<file path="src/hdl/dma_ctl_defs.svh">
// Register offsets, field positions, reset values and timing counts
`ifndef DMA_CTL_DEFS_SVH
`define DMA_CTL_DEFS_SVH
`define REG_CONTROL 3'h0
`define REG_STATUS 3'h1
`define REG_TRANSFER_COUNT_LOW 3'h2
`define REG_TRANSFER_COUNT_HIGH 3'h3
`define REG_MEM_ADDRESS_LOW 3'h4
`define REG_MEM_ADDRESS_HIGH 3'h5
`define REG_MEM_ADDRESS_EXTENSION 3'h6
`define REG_VECTOR 3'h7
`define CR_RUN 0
`define CR_DIE 1
`define CR_TOIE 2
`define CR_TCIE 3
`define CR_IOM 4
`define CR_HBUS 5
`define CR_AECE 6
`define SR_BOW 0
`define SR_DINT 1
`define SR_TOI 2
`define SR_TCZI 3
`define TC_RESET 16'h0001
`define CR_RESET 8'h00
`define STROBE_CYCLES 2
`endif

</file>
<file path="src/hdl/dma_ctl_pkg.sv">
// Types shared by the bus handshake and count block
package dma_ctl_pkg;
   typedef enum logic [2:0] {
      ST_IDLE,
      ST_BUSREQ,
      ST_HIADDR,
      ST_LOADDR,
      ST_ACCESS,
      ST_FINISH
   } dma_state_e;
   typedef struct packed {
      logic sync_n;
      logic read_n;
      logic write_n;
   } mem_strobes_s;
endpackage

</file>
<file path="src/hdl/dma_bus_handshake_and_count.sv">
// Bus handshake, daisy chain, register select and transfer count of the DMA engine
//
// Summary of operation
// - Pulse low-address strobe to latch A0-A7, A16
// - Hold-off low blocks new interrupt and bus requests
// - Already asserted requests survive hold-off going low
// - Interrupt ack plus read enable drives vector
// - Pass interrupt ack on when not requesting
// - Bus grant while requesting starts a transfer
// - Pass bus grant on when not requesting
// - Memory sync asserted during each transfer
// - Memory read strobe for memory-to-peripheral
// - Memory write strobe for peripheral-to-memory
// - Direction output is high during a boot run, else follows control direction bit
// - Reply line completes register accesses and transfers
// - Block done output high at count zero
// - Boot request after reset starts a 65535-transfer peripheral-to-memory run
// - Top select low drives peripheral select low
// - Top select high addresses eight own registers
// - Sixteen-bit counter holds two's complement count
// - Counter increments after each completed transfer
// - Count zero sets status bit 3
// - Count zero interrupts if enabled and not held
// - Reset loads counter with one
// - Bus request also latches upper address byte
`timescale 1ns/1ps
`include "dma_ctl_defs.svh"
module dma_bus_handshake_and_count
   import dma_ctl_pkg::*;
#(
   parameter int STROBE_LEN = `STROBE_CYCLES
) (
   input wire logic core_clk_i,
   input wire logic reset_n_i,
   input wire logic chip_select_n_i,
   input wire logic [3:0] register_select_i,
   input wire logic read_enable_n_i,
   input wire logic write_enable_n_i,
   input wire logic [7:0] data_lines_i,
   output logic [7:0] data_lines_o,
   output logic data_lines_oe_n_o,
   input wire logic reply_n_i,
   output logic reply_n_o,
   output logic reply_oe_n_o,
   input wire logic true_data_i,
   input wire logic byte_mode_i,
   input wire logic peripheral_service_request_i,
   input wire logic device_interrupt_i,
   input wire logic request_hold_off_n_i,
   input wire logic int_ack_in_n_i,
   output logic int_ack_out_n_o,
   input wire logic bus_grant_in_n_i,
   output logic bus_grant_out_n_o,
   input wire logic boot_transfer_request_i,
   output logic bus_request_n_o,
   output logic interrupt_request_n_o,
   output logic low_address_latch_strobe_n_o,
   output logic address_extension_pin_o,
   output logic memory_cycle_sync_n_o,
   output logic memory_read_strobe_n_o,
   output logic memory_write_strobe_n_o,
   output logic direction_o,
   output logic block_done_o,
   output logic peripheral_select_n_o
);

   // Strobe counter is eight bits and a zero length would never strobe
   if (STROBE_LEN < 1 || STROBE_LEN > 255) begin : g_bad_strobe_len
      $error("STROBE_LEN out of range");
   end

   // ---------------------------------------------------------------
   // Registers
   // ---------------------------------------------------------------
   logic [7:0] control_ff;
   logic [15:0] transfer_counter_ff;
   logic [17:0] mem_addr_ff;
   logic [7:0] vector_ff;
   logic dint_ff, toi_ff, tczi_ff;
   logic boot_ff;
   dma_state_e state_ff;
   logic [7:0] wait_ff;
   logic busreq_ff, intreq_ff, addr_lo_stb_ff, iack_out_ff, bgo_ff;
   mem_strobes_s strobes_ff;
   logic dir_ff, blk_done_ff, psel_ff, ae_ff;
   logic [7:0] dout_ff;
   logic dout_oe_n_ff, reply_oe_n_ff;
   logic we_d_ff;

   function automatic logic [7:0] bus_pol(input logic [7:0] v, input logic t);
      bus_pol = t ? v : ~v;
   endfunction

   wire logic [7:0] wdata = bus_pol(data_lines_i, true_data_i);
   wire logic own_sel = !chip_select_n_i && register_select_i[3];
   wire logic per_sel = !chip_select_n_i && !register_select_i[3];
   wire logic [2:0] ridx = register_select_i[2:0];
   wire logic wr_stb = own_sel && !write_enable_n_i && we_d_ff;
   wire logic rd_act = own_sel && !read_enable_n_i;
   wire logic running = control_ff[`CR_RUN] || boot_ff;
   wire logic iom = control_ff[`CR_IOM] || boot_ff;
   wire logic tc_zero = (transfer_counter_ff == 16'h0000);
   wire logic step_done = (state_ff == ST_FINISH) && !reply_n_i;
   wire logic [15:0] tc_next = transfer_counter_ff + 16'h0001;
   wire logic tc_hit = step_done && (tc_next == 16'h0000);
   wire logic [7:0] status_val = {running, control_ff[6:4], tczi_ff, toi_ff, dint_ff,
                                  byte_mode_i};
   wire logic want_dma = running && peripheral_service_request_i && !tc_zero;
   wire logic int_cond = (dint_ff && control_ff[`CR_DIE]) || (toi_ff && control_ff[`CR_TOIE])
                         || (tczi_ff && control_ff[`CR_TCIE]) || (device_interrupt_i
                         && control_ff[`CR_DIE]);
   wire logic iack_sel = intreq_ff && !int_ack_in_n_i;
   wire logic wait_done = (wait_ff == 8'h00);
   wire logic [17:0] addr_step = byte_mode_i ? 18'h00001 : 18'h00002;
   wire logic [17:0] addr_sum = mem_addr_ff + addr_step;
   wire logic [17:0] addr_next = control_ff[`CR_AECE] ? addr_sum
                                 : {mem_addr_ff[17:16], addr_sum[15:0]};

   logic [7:0] rd_mux;
   assign rd_mux = (ridx == `REG_CONTROL) ? control_ff
                 : (ridx == `REG_STATUS) ? status_val
                 : (ridx == `REG_TRANSFER_COUNT_LOW) ? transfer_counter_ff[7:0]
                 : (ridx == `REG_TRANSFER_COUNT_HIGH) ? transfer_counter_ff[15:8]
                 : (ridx == `REG_MEM_ADDRESS_LOW) ? mem_addr_ff[7:0]
                 : (ridx == `REG_MEM_ADDRESS_HIGH) ? mem_addr_ff[15:8]
                 : (ridx == `REG_MEM_ADDRESS_EXTENSION) ? {6'h00, mem_addr_ff[17:16]}
                 : vector_ff;

   // ---------------------------------------------------------------
   // Register writes and counter
   // ---------------------------------------------------------------
   always_ff @(posedge core_clk_i or negedge reset_n_i) begin
      if (!reset_n_i) begin
         control_ff <= `CR_RESET;
         transfer_counter_ff <= `TC_RESET;
         mem_addr_ff <= 18'h00000;
         vector_ff <= 8'h00;
         we_d_ff <= 1'b1;
         boot_ff <= 1'b0;
      end else begin
         we_d_ff <= write_enable_n_i;
         if (boot_transfer_request_i && state_ff == ST_IDLE) begin
            boot_ff <= 1'b1;
         end else if (tc_hit) begin
            boot_ff <= 1'b0;
         end
         if (wr_stb && ridx == `REG_CONTROL) begin
            control_ff <= {1'b0, wdata[6:0]};
         end
         if (step_done) begin
            transfer_counter_ff <= tc_next;
            mem_addr_ff <= addr_next;
         end else if (wr_stb && ridx == `REG_TRANSFER_COUNT_LOW) begin
            transfer_counter_ff[7:0] <= wdata;
         end else if (wr_stb && ridx == `REG_TRANSFER_COUNT_HIGH) begin
            transfer_counter_ff[15:8] <= wdata;
         end else if (wr_stb && ridx == `REG_MEM_ADDRESS_LOW) begin
            mem_addr_ff[7:0] <= wdata;
         end else if (wr_stb && ridx == `REG_MEM_ADDRESS_HIGH) begin
            mem_addr_ff[15:8] <= wdata;
         end else if (wr_stb && ridx == `REG_MEM_ADDRESS_EXTENSION) begin
            mem_addr_ff[17:16] <= wdata[1:0];
         end
         if (!byte_mode_i) begin
            mem_addr_ff[0] <= 1'b0;
         end
         if (wr_stb && ridx == `REG_VECTOR) begin
            vector_ff <= wdata;
         end
      end
   end

   // Set wins over a software clear in the same cycle
   always_ff @(posedge core_clk_i or negedge reset_n_i) begin
      if (!reset_n_i) begin
         dint_ff <= 1'b0;
         toi_ff <= 1'b0;
         tczi_ff <= 1'b0;
      end else begin
         if (device_interrupt_i) begin
            dint_ff <= 1'b1;
         end else if (wr_stb && ridx == `REG_STATUS && !wdata[`SR_DINT]) begin
            dint_ff <= 1'b0;
         end
         if (wr_stb && ridx == `REG_STATUS && !wdata[`SR_TOI]) begin
            toi_ff <= 1'b0;
         end
         if (tc_hit) begin
            tczi_ff <= 1'b1;
         end else if (wr_stb && (ridx == `REG_TRANSFER_COUNT_LOW || ridx == `REG_TRANSFER_COUNT_HIGH)) begin
            tczi_ff <= 1'b0;
         end
      end
   end

   // ---------------------------------------------------------------
   // Transfer sequencer
   // ---------------------------------------------------------------
   always_ff @(posedge core_clk_i or negedge reset_n_i) begin
      if (!reset_n_i) begin
         state_ff <= ST_IDLE;
         wait_ff <= 8'h00;
      end else begin
         if (!wait_done) begin
            wait_ff <= wait_ff - 8'h01;
         end
         case (state_ff)
            ST_IDLE: begin
               if (busreq_ff) begin
                  state_ff <= ST_BUSREQ;
               end
            end
            ST_BUSREQ: begin
               if (!bus_grant_in_n_i) begin
                  state_ff <= ST_HIADDR;
               end
            end
            ST_HIADDR: begin
               state_ff <= ST_LOADDR;
               wait_ff <= 8'(STROBE_LEN);
            end
            ST_LOADDR: begin
               if (wait_done) begin
                  state_ff <= ST_ACCESS;
               end
            end
            ST_ACCESS: begin
               state_ff <= ST_FINISH;
            end
            ST_FINISH: begin
               if (!reply_n_i) begin
                  state_ff <= ST_IDLE;
               end
            end
            default: begin
               state_ff <= ST_IDLE;
            end
         endcase
      end
   end

   wire logic in_mem = (state_ff == ST_ACCESS) || (state_ff == ST_FINISH);
   wire logic end_xfer = step_done;
   wire logic [7:0] dma_addr_byte = (state_ff == ST_BUSREQ || state_ff == ST_IDLE)
                                    ? mem_addr_ff[15:8] : mem_addr_ff[7:0];
   wire logic dma_ae = (state_ff == ST_BUSREQ || state_ff == ST_IDLE)
                       ? mem_addr_ff[17] : mem_addr_ff[16];
   wire logic dma_drive = (state_ff != ST_IDLE);

   // ---------------------------------------------------------------
   // Requests, daisy chain and pin outputs
   // ---------------------------------------------------------------
   always_ff @(posedge core_clk_i or negedge reset_n_i) begin
      if (!reset_n_i) begin
         busreq_ff <= 1'b0;
         intreq_ff <= 1'b0;
         addr_lo_stb_ff <= 1'b1;
         iack_out_ff <= 1'b1;
         bgo_ff <= 1'b1;
         strobes_ff <= '{sync_n: 1'b1, read_n: 1'b1, write_n: 1'b1};
         dir_ff <= 1'b0;
         blk_done_ff <= 1'b0;
         psel_ff <= 1'b1;
         ae_ff <= 1'b0;
         dout_ff <= 8'h00;
         dout_oe_n_ff <= 1'b1;
         reply_oe_n_ff <= 1'b1;
      end else begin
         // New requests need hold-off high; live ones stay put
         if (end_xfer) begin
            busreq_ff <= 1'b0;
         end else if (!busreq_ff && want_dma && request_hold_off_n_i) begin
            busreq_ff <= 1'b1;
         end
         if (!int_cond) begin
            intreq_ff <= 1'b0;
         end else if (!intreq_ff && request_hold_off_n_i) begin
            intreq_ff <= 1'b1;
         end
         iack_out_ff <= intreq_ff ? 1'b1 : int_ack_in_n_i;
         bgo_ff <= busreq_ff ? 1'b1 : bus_grant_in_n_i;
         addr_lo_stb_ff <= !(state_ff == ST_LOADDR && !wait_done);
         strobes_ff.sync_n <= !in_mem;
         strobes_ff.read_n <= !(in_mem && !iom);
         strobes_ff.write_n <= !(in_mem && iom);
         dir_ff <= iom;
         blk_done_ff <= tc_zero || tc_hit;
         psel_ff <= !(per_sel || in_mem);
         ae_ff <= true_data_i ? dma_ae : !dma_ae;
         if (iack_sel && !read_enable_n_i) begin
            dout_ff <= bus_pol(vector_ff, true_data_i);
            dout_oe_n_ff <= 1'b0;
         end else if (rd_act) begin
            dout_ff <= bus_pol(rd_mux, true_data_i);
            dout_oe_n_ff <= 1'b0;
         end else if (dma_drive) begin
            dout_ff <= bus_pol(dma_addr_byte, true_data_i);
            dout_oe_n_ff <= 1'b0;
         end else begin
            dout_oe_n_ff <= 1'b1;
         end
         reply_oe_n_ff <= !(rd_act || (own_sel && !write_enable_n_i));
      end
   end

   assign bus_request_n_o = !busreq_ff;
   assign interrupt_request_n_o = !intreq_ff;
   assign low_address_latch_strobe_n_o = addr_lo_stb_ff;
   assign int_ack_out_n_o = iack_out_ff;
   assign bus_grant_out_n_o = bgo_ff;
   assign memory_cycle_sync_n_o = strobes_ff.sync_n;
   assign memory_read_strobe_n_o = strobes_ff.read_n;
   assign memory_write_strobe_n_o = strobes_ff.write_n;
   assign direction_o = dir_ff;
   assign block_done_o = blk_done_ff;
   assign peripheral_select_n_o = psel_ff;
   assign address_extension_pin_o = ae_ff;
   assign data_lines_o = dout_ff;
   assign data_lines_oe_n_o = dout_oe_n_ff;
   assign reply_n_o = 1'b0;
   assign reply_oe_n_o = reply_oe_n_ff;
endmodule

</file>
<file path="config.mk">
export PLATFORM = sky130hd
export DESIGN_NAME = dma_bus_handshake_and_count
export DESIGN_NICKNAME = d
export VERILOG_FILES = /design/src/hdl/dma_ctl_pkg.sv /design/src/hdl/dma_bus_handshake_and_count.sv
export VERILOG_INCLUDE_DIRS = /design/src /design/src/hdl
export SDC_FILE = /design/constraint.sdc
export NUM_CORES = 1
export LEC_CHECK = 0
export BUFFER_PORTS_ARGS = -buffer_cell sky130_fd_sc_hd__buf_4
export CAP_MARGIN = 20
export CORE_MARGIN = 10
export CORE_UTILIZATION = 54
export CTS_BUF_LIST = sky130_fd_sc_hd__clkbuf_4
export DETAILED_ROUTE_END_ITERATION = 16
export PLACE_DENSITY_LB_ADDON = 0.3
export SLEW_MARGIN = 5
export SYNTH_ARGS = -nofsm -noshare
export SYNTH_HDL_FRONTEND = slang
export SYNTH_SLANG_ARGS = --single-unit
export TNS_END_PERCENT = 20
</file>
<file path="constraint.sdc">
create_clock -name core_clk_i -period 2.6 [get_ports core_clk_i]
set_input_delay 0.13 -clock core_clk_i [delete_from_list [all_inputs] [get_ports core_clk_i]]
set_output_delay 0.13 -clock core_clk_i [all_outputs]
set_load 0.02 [all_outputs]
</file>
-- After elaboration in Yosys (flattened, before gate mapping)
Cells that the tools add are included.
- bits of input ports: 26
- flip-flop bits (word level): 86
- bitwise operators: 4
- reductions and logical operators: 82
- add/sub/neg operators: 3
- eq/ne operators: 26
- mux-type cells: 54
- operator list (cell ; number):
    two-way mux 8 bit ; 22
    two-way mux 18 bit ; 4
    zero test 16 bit ; 2
    NOT 8 bit ; 4
    logical AND 1 bit ; 31
    zero test 1 bit ; 19
    adder 18 x 2 -> 18 bit ; 1
    equality test 3 bit (second input constant) ; 6
    two-way mux 1 bit ; 18
    inequality test 2 bit (second input constant) ; 9
    case mux 3 bit (6 select lines) ; 1
    nonzero test 2 bit ; 9
    adder 16 x 1 -> 16 bit (second input constant) ; 1
    two-way mux 16 bit ; 1
    equality test 3 x 2 -> 1 bit (second input constant) ; 4
    two-way mux 3 bit ; 4
    logical OR 1 bit ; 10
    two-way mux 10 bit ; 1
    zero test 8 bit ; 1
    AND reduction 4 bit ; 2
    subtractor 8 x 1 -> 8 bit (second input constant) ; 1
    equality test 3 x 1 -> 1 bit (second input constant) ; 2
    zero test 3 bit ; 2
    two-way mux 2 bit ; 3
    other kinds (7) ; 11

-- Depth between registers and ports, before layout
- word-level depth: 12
- depth in mapped cells: 9

-- Worst setup path after synthesis
No wires, ideal clock.
- path kind: reg-to-reg
- start point: reg transfer_counter_ff[0]
- end point: reg boot_ff
- slack: 270 ps
- arrival: 2209 ps
- clock period less this slack: 2330 ps
- required time: 2479 ps
- cell stages (with the launch flop): 8
- library setup time: 121 ps
- path buffers: 0
- cells stage by stage: dfstp_2 > ha_1 > nand3_1 > or3_1 > nand2_1 > nand4_1 > or4_4 > a22o_1
- cells in the longest elaborated chain, start to end: 4
- ends and longest elaborated chain (element ; line ; text):
    start: declaration ; dma_bus_handshake_and_count.sv:76 ; logic [15:0] transfer_counter_ff;
    start signal: assignment ; dma_bus_handshake_and_count.sv:135 ; transfer_counter_ff <= `TC_RESET;
    start signal: assignment ; dma_bus_handshake_and_count.sv:151 ; transfer_counter_ff <= tc_next;
    start signal: assignment ; dma_bus_handshake_and_count.sv:154 ; transfer_counter_ff[7:0] <= wdata;
    adder 16 x 1 -> 16 bit ; dma_bus_handshake_and_count.sv:104 ; wire logic [15:0] tc_next = transfer_counter_ff + 16'h0001;
    zero test 16 bit ; dma_bus_handshake_and_count.sv:105 ; wire logic tc_hit = step_done && (tc_next == 16'h0000);
    logical AND 1 bit ; dma_bus_handshake_and_count.sv:105 ;
    nonzero test 2 bit (no source line) ; -- ;
    end signal: assignment ; dma_bus_handshake_and_count.sv:139 ; boot_ff <= 1'b0;
    end signal: assignment ; dma_bus_handshake_and_count.sv:143 ; boot_ff <= 1'b1;
    end signal: assignment ; dma_bus_handshake_and_count.sv:145 ; boot_ff <= 1'b0;
    end: declaration ; dma_bus_handshake_and_count.sv:80 ; logic boot_ff;
Every way passes these cells.
A chain may end at the register's enable or synchronous reset.

-- Worst setup path in the final report
Ends and elaborated chain as after synthesis.

==> flow_summary_export.csv <==
group,metric,value,unit
die,rows,36,
setup_path,crit_chain,"ha_1 > nand3_2 > or3_1 > nand2_1 > nand4_1 > or4_4 > a22o_1",
detailed_routing,dr.first_iter.drc_count,557,
cells_and_area,nNetsFinal,695,
clock_network,clock_latency,460,ps
setup_path,cp.arrival,2820,ps
global_routing,antenna_found_initial,0,
min_path,hold_end,"busreq_ff",
die,top_level_ports,49,
yosys,synth.top_cell.area_share,34.8,%
detailed_routing,wl_met2,7490,µm
yosys,synthTopCellsByArea,"dfrtp_1 35%, dfstp_2 5.4%, o21ai_0 4.9%, nor2_1 4.4%, a21oi_1 4.0%",
setup_path,crit_buf_inv,0,
clock_network,cts_setup_buffers,0,
detailed_routing,wirelength,16000,µm
min_path,hold_depth,3,
setup_path,reg2reg_setup_slack,140,ps
power,powerDensity,900,mW/mm²
clock_network,numCtsBuffers,9,
setup_path,critPathCaptureType,"register",
die,dieWidth,120,µm
yosys,ys.flop_type,"dfrtp_1",
cells_and_area,stdcell_count,800,
die,core_region_area,0.00973,mm²
timing,rsz0062_at_grt,"no",
timing,setup_viol,0,
detailed_routing,wl_met1,6890,µm
detailed_routing,highest-signal-layer,"met4",
timing,period_share,94.8,%
yosys,synth_cells,604,
yosys,syn_area_per_cell,8.92,µm²
clock_network,clock-root-buffer,"clkbuf_4",
setup_path,cp_slowest_cell,"dfstp_2",
timing,fmax,0.406,GHz
global_routing,grt_overflow,0,
detailed_routing,firstDrtPassIters,5,
yosys,synth.distinct_cells,77,
min_path,worstHoldPathType,"input port to register",
timing,final-hold-violation-count,0,
yosys,synth_seq_cells,86,
detailed_routing,antenna_left,0,
die,initial_core_util,55.4,%
detailed_routing,num_vias,5010,
yosys,yosysTopAreaCell,"dfrtp_1",
timing,tightest_slew,638,ps
yosys,synth-edff-count,0,
setup_path,crit_fanout,7,
setup_path,cp-start-kind,"register",
global_routing,grt_max_degree,86,
power,power_leakage,2.66,nW
setup_path,reg2reg_depth,7,
detailed_routing,wl_met3,1240,µm
setup_path,timing.rr.start,"transfer_counter_ff[0]",
clock_network,cts_sinks,86,
setup_path,r2r-end,"boot_ff",
clock_network,htreeDepth,3,
clock_network,cts_tree,"yes",
setup_path,criticalPathCategory,"register to register",
cells_and_area,drive_gt1_share,20.2,%
die,floorplan.die_area,0.0144,mm²
yosys,synth_fp_nets,637,
timing,drv_slew,0,
clock_network,clockBufferDepth,2,
cells_and_area,area_growth,15.3,%
placement,place.gp.congestion,0.942,
min_path,hp-start,"peripheral_service_request_i",
setup_path,cp_data_required_time,2950,ps
placement,dp_cells,771,
clock_network,cts.clk_slew.worst_paths,140,ps
global_routing,grt_pass1_wl,26000,µm
yosys,netlist_area,0.00539,mm²
timing,setup_tns,0,ps
placement,place_hpwl,11900,µm
yosys,ys.warnings.count,0,
timing,relSlewSlack,57.4,%
outcome,status,"completed",
setup_path,critical_path.top_delay_family,"simple AND/OR/NAND/NOR gates",
setup_path,cp_slowest_stage_delay,630,ps
detailed_routing,post_drt_wl_per_cell,20.0,µm
detailed_routing,drc,0,
detailed_routing,avgViaCountPerCell,6.26,
global_routing,grt_pass1_vias,4954,
power,vdd_drop_max,0.426,mV
run,cap_violations,0,
yosys,ys_seq_area_share,40.2,%
cells_and_area,diodes,0,
placement,place.port_buffers,47,
timing,period_needed,2460,ps
global_routing,grt_util_all_layers,22.3,%
yosys,synthArstFlopShare,100,%
timing,skew,17.7,ps
die,die_h,120,µm
power by group:
part	leakage, nW	internal (mW)	switching [mW]
logic	1.57	1.08	1.32
clock network	0.0700	0.301	0.483
registers	1.02	1.81	0.597
total	2.66	3.19	2.40
cell type report:
class | count | area [µm²]
sequential | 86 | 2170
timing repair buffer | 82 | 663
tap | 133 | 166
clock inverter | 6 | 62.6
multi-input combinational | 457 | 2990
inverter | 26 | 97.6
clock buffer | 10 | 75.1
fill | 830 | 3510
worst min-delay path: cells and delay by family:
kind / cells / cell delay, ps
compound gates: 1 / 80
simple gates: 1 / 150
buf+inv: 1 / 110
flip-flops by register name, indices dropped and copies added (netlist names), 3 cells and up:
signal / count
control_ff: 7
data_lines_o: 8
mem_addr_ff: 18
state_ff: 3
transfer_counter_ff: 16
vector_ff: 8
wait_ff: 8
cell usage after synthesis, types with 3 or more instances:
master / count
and3_1: 6
a211oi_1: 8
buf_1: 3
mux2i_1: 12
dfstp_2: 11
buf_2: 8
xnor2_1: 13
inv_1: 24
a22oi_1: 4
a32o_1: 3
nor2_1: 63
clkbuf_1: 23
o21ai_0: 53
a221oi_1: 6
ha_1: 6
a21oi_1: 43
nand4_1: 8
or2_2: 4
nor4_1: 4
nand3b_1: 3
or4_1: 3
nor3b_1: 4
a31oi_1: 12
mux4_2: 5
dfrtp_1: 75
nand2_1: 54
nor2b_1: 4
xor2_1: 13
o22a_1: 12
and2_1: 7
nand3_1: 12
nor3_1: 18
mux2_2: 16
o22ai_1: 9
placed cells by master, fill, tap and decap left out, drive strengths merged, types with 3 or more instances in the layout:
master	instances
a211oi	8
a21oi	43
a221oi	6
a22oi	4
a31oi	12
a32o	3
and2	7
and3	6
buf	71
clkbuf	10
clkinv	5
dfrtp	75
dfstp	11
dlygate4sd3	11
ha	6
inv	24
mux2	17
mux2i	12
mux4	5
nand2	54
nand3	12
nand3b	3
nand4	10
nor2	64
nor2b	5
nor3	19
nor3b	5
nor4	5
o21ai	55
o22a	12
o22ai	9
or2	4
or3b	3
or4	4
xnor2	13
xor2	13
per-stage QoR:
stage          hold WS, ps  utilization [%]  instance area [µm²]  setup slack, ps  total power [mW]
3_5_place_dp           257             60.9                 5930             97.6              4.77
4_1_cts               17.2             63.5                 6180             61.1              5.55
5_1_grt               35.8             63.9                 6220             28.3              5.98
2_1_floorplan         -166                -                 5390              270              3.87
6_report              47.5             63.9                 6220              135              5.59
3_3_place_gp           255             60.9                 5930              113              4.67
worst max-delay path by stage:
stage	startpoint	to	slack, ps	cells past startpoint
2_1_floorplan	transfer_counter_ff[0]	boot_ff	270	7
3_3_place_gp	transfer_counter_ff[0]	boot_ff	110	7
3_5_place_dp	transfer_counter_ff[0]	boot_ff	100	7
4_1_cts	transfer_counter_ff[0]	boot_ff	60	7
5_1_grt	transfer_counter_ff[0]	boot_ff	30	7
6_report	transfer_counter_ff[0]	boot_ff	140	7
per-layer routing:
metal / global-route usage [%] / vias to the layer above
met1: 29.2 / 2454
met3: 4.59 / 32
met5: 0 / -
met2: 35.5 / 208
li1: - / 2316
met4: 8.90 / 0
cell families after synthesis:
kind of cell | synth area share, %
xor gates and xnor gates | 4.22
and+or+nand+nor | 20.7
adders and majority gates | 1.76
buffers and inverters | 4.50
muxes | 7.87
DFF | 40.2
other | 0.0696
AOI/OAI and AO/OA | 20.7
what timing repair did:
action                                 4_1_cts  5_1_grt
setup endpoints to repair                    0        1
endpoints found under the hold margin       84        0
hold buffers                                11        0
gates resized for setup                      0        1
No activity file was read; power rests on OpenSTA's default activity.
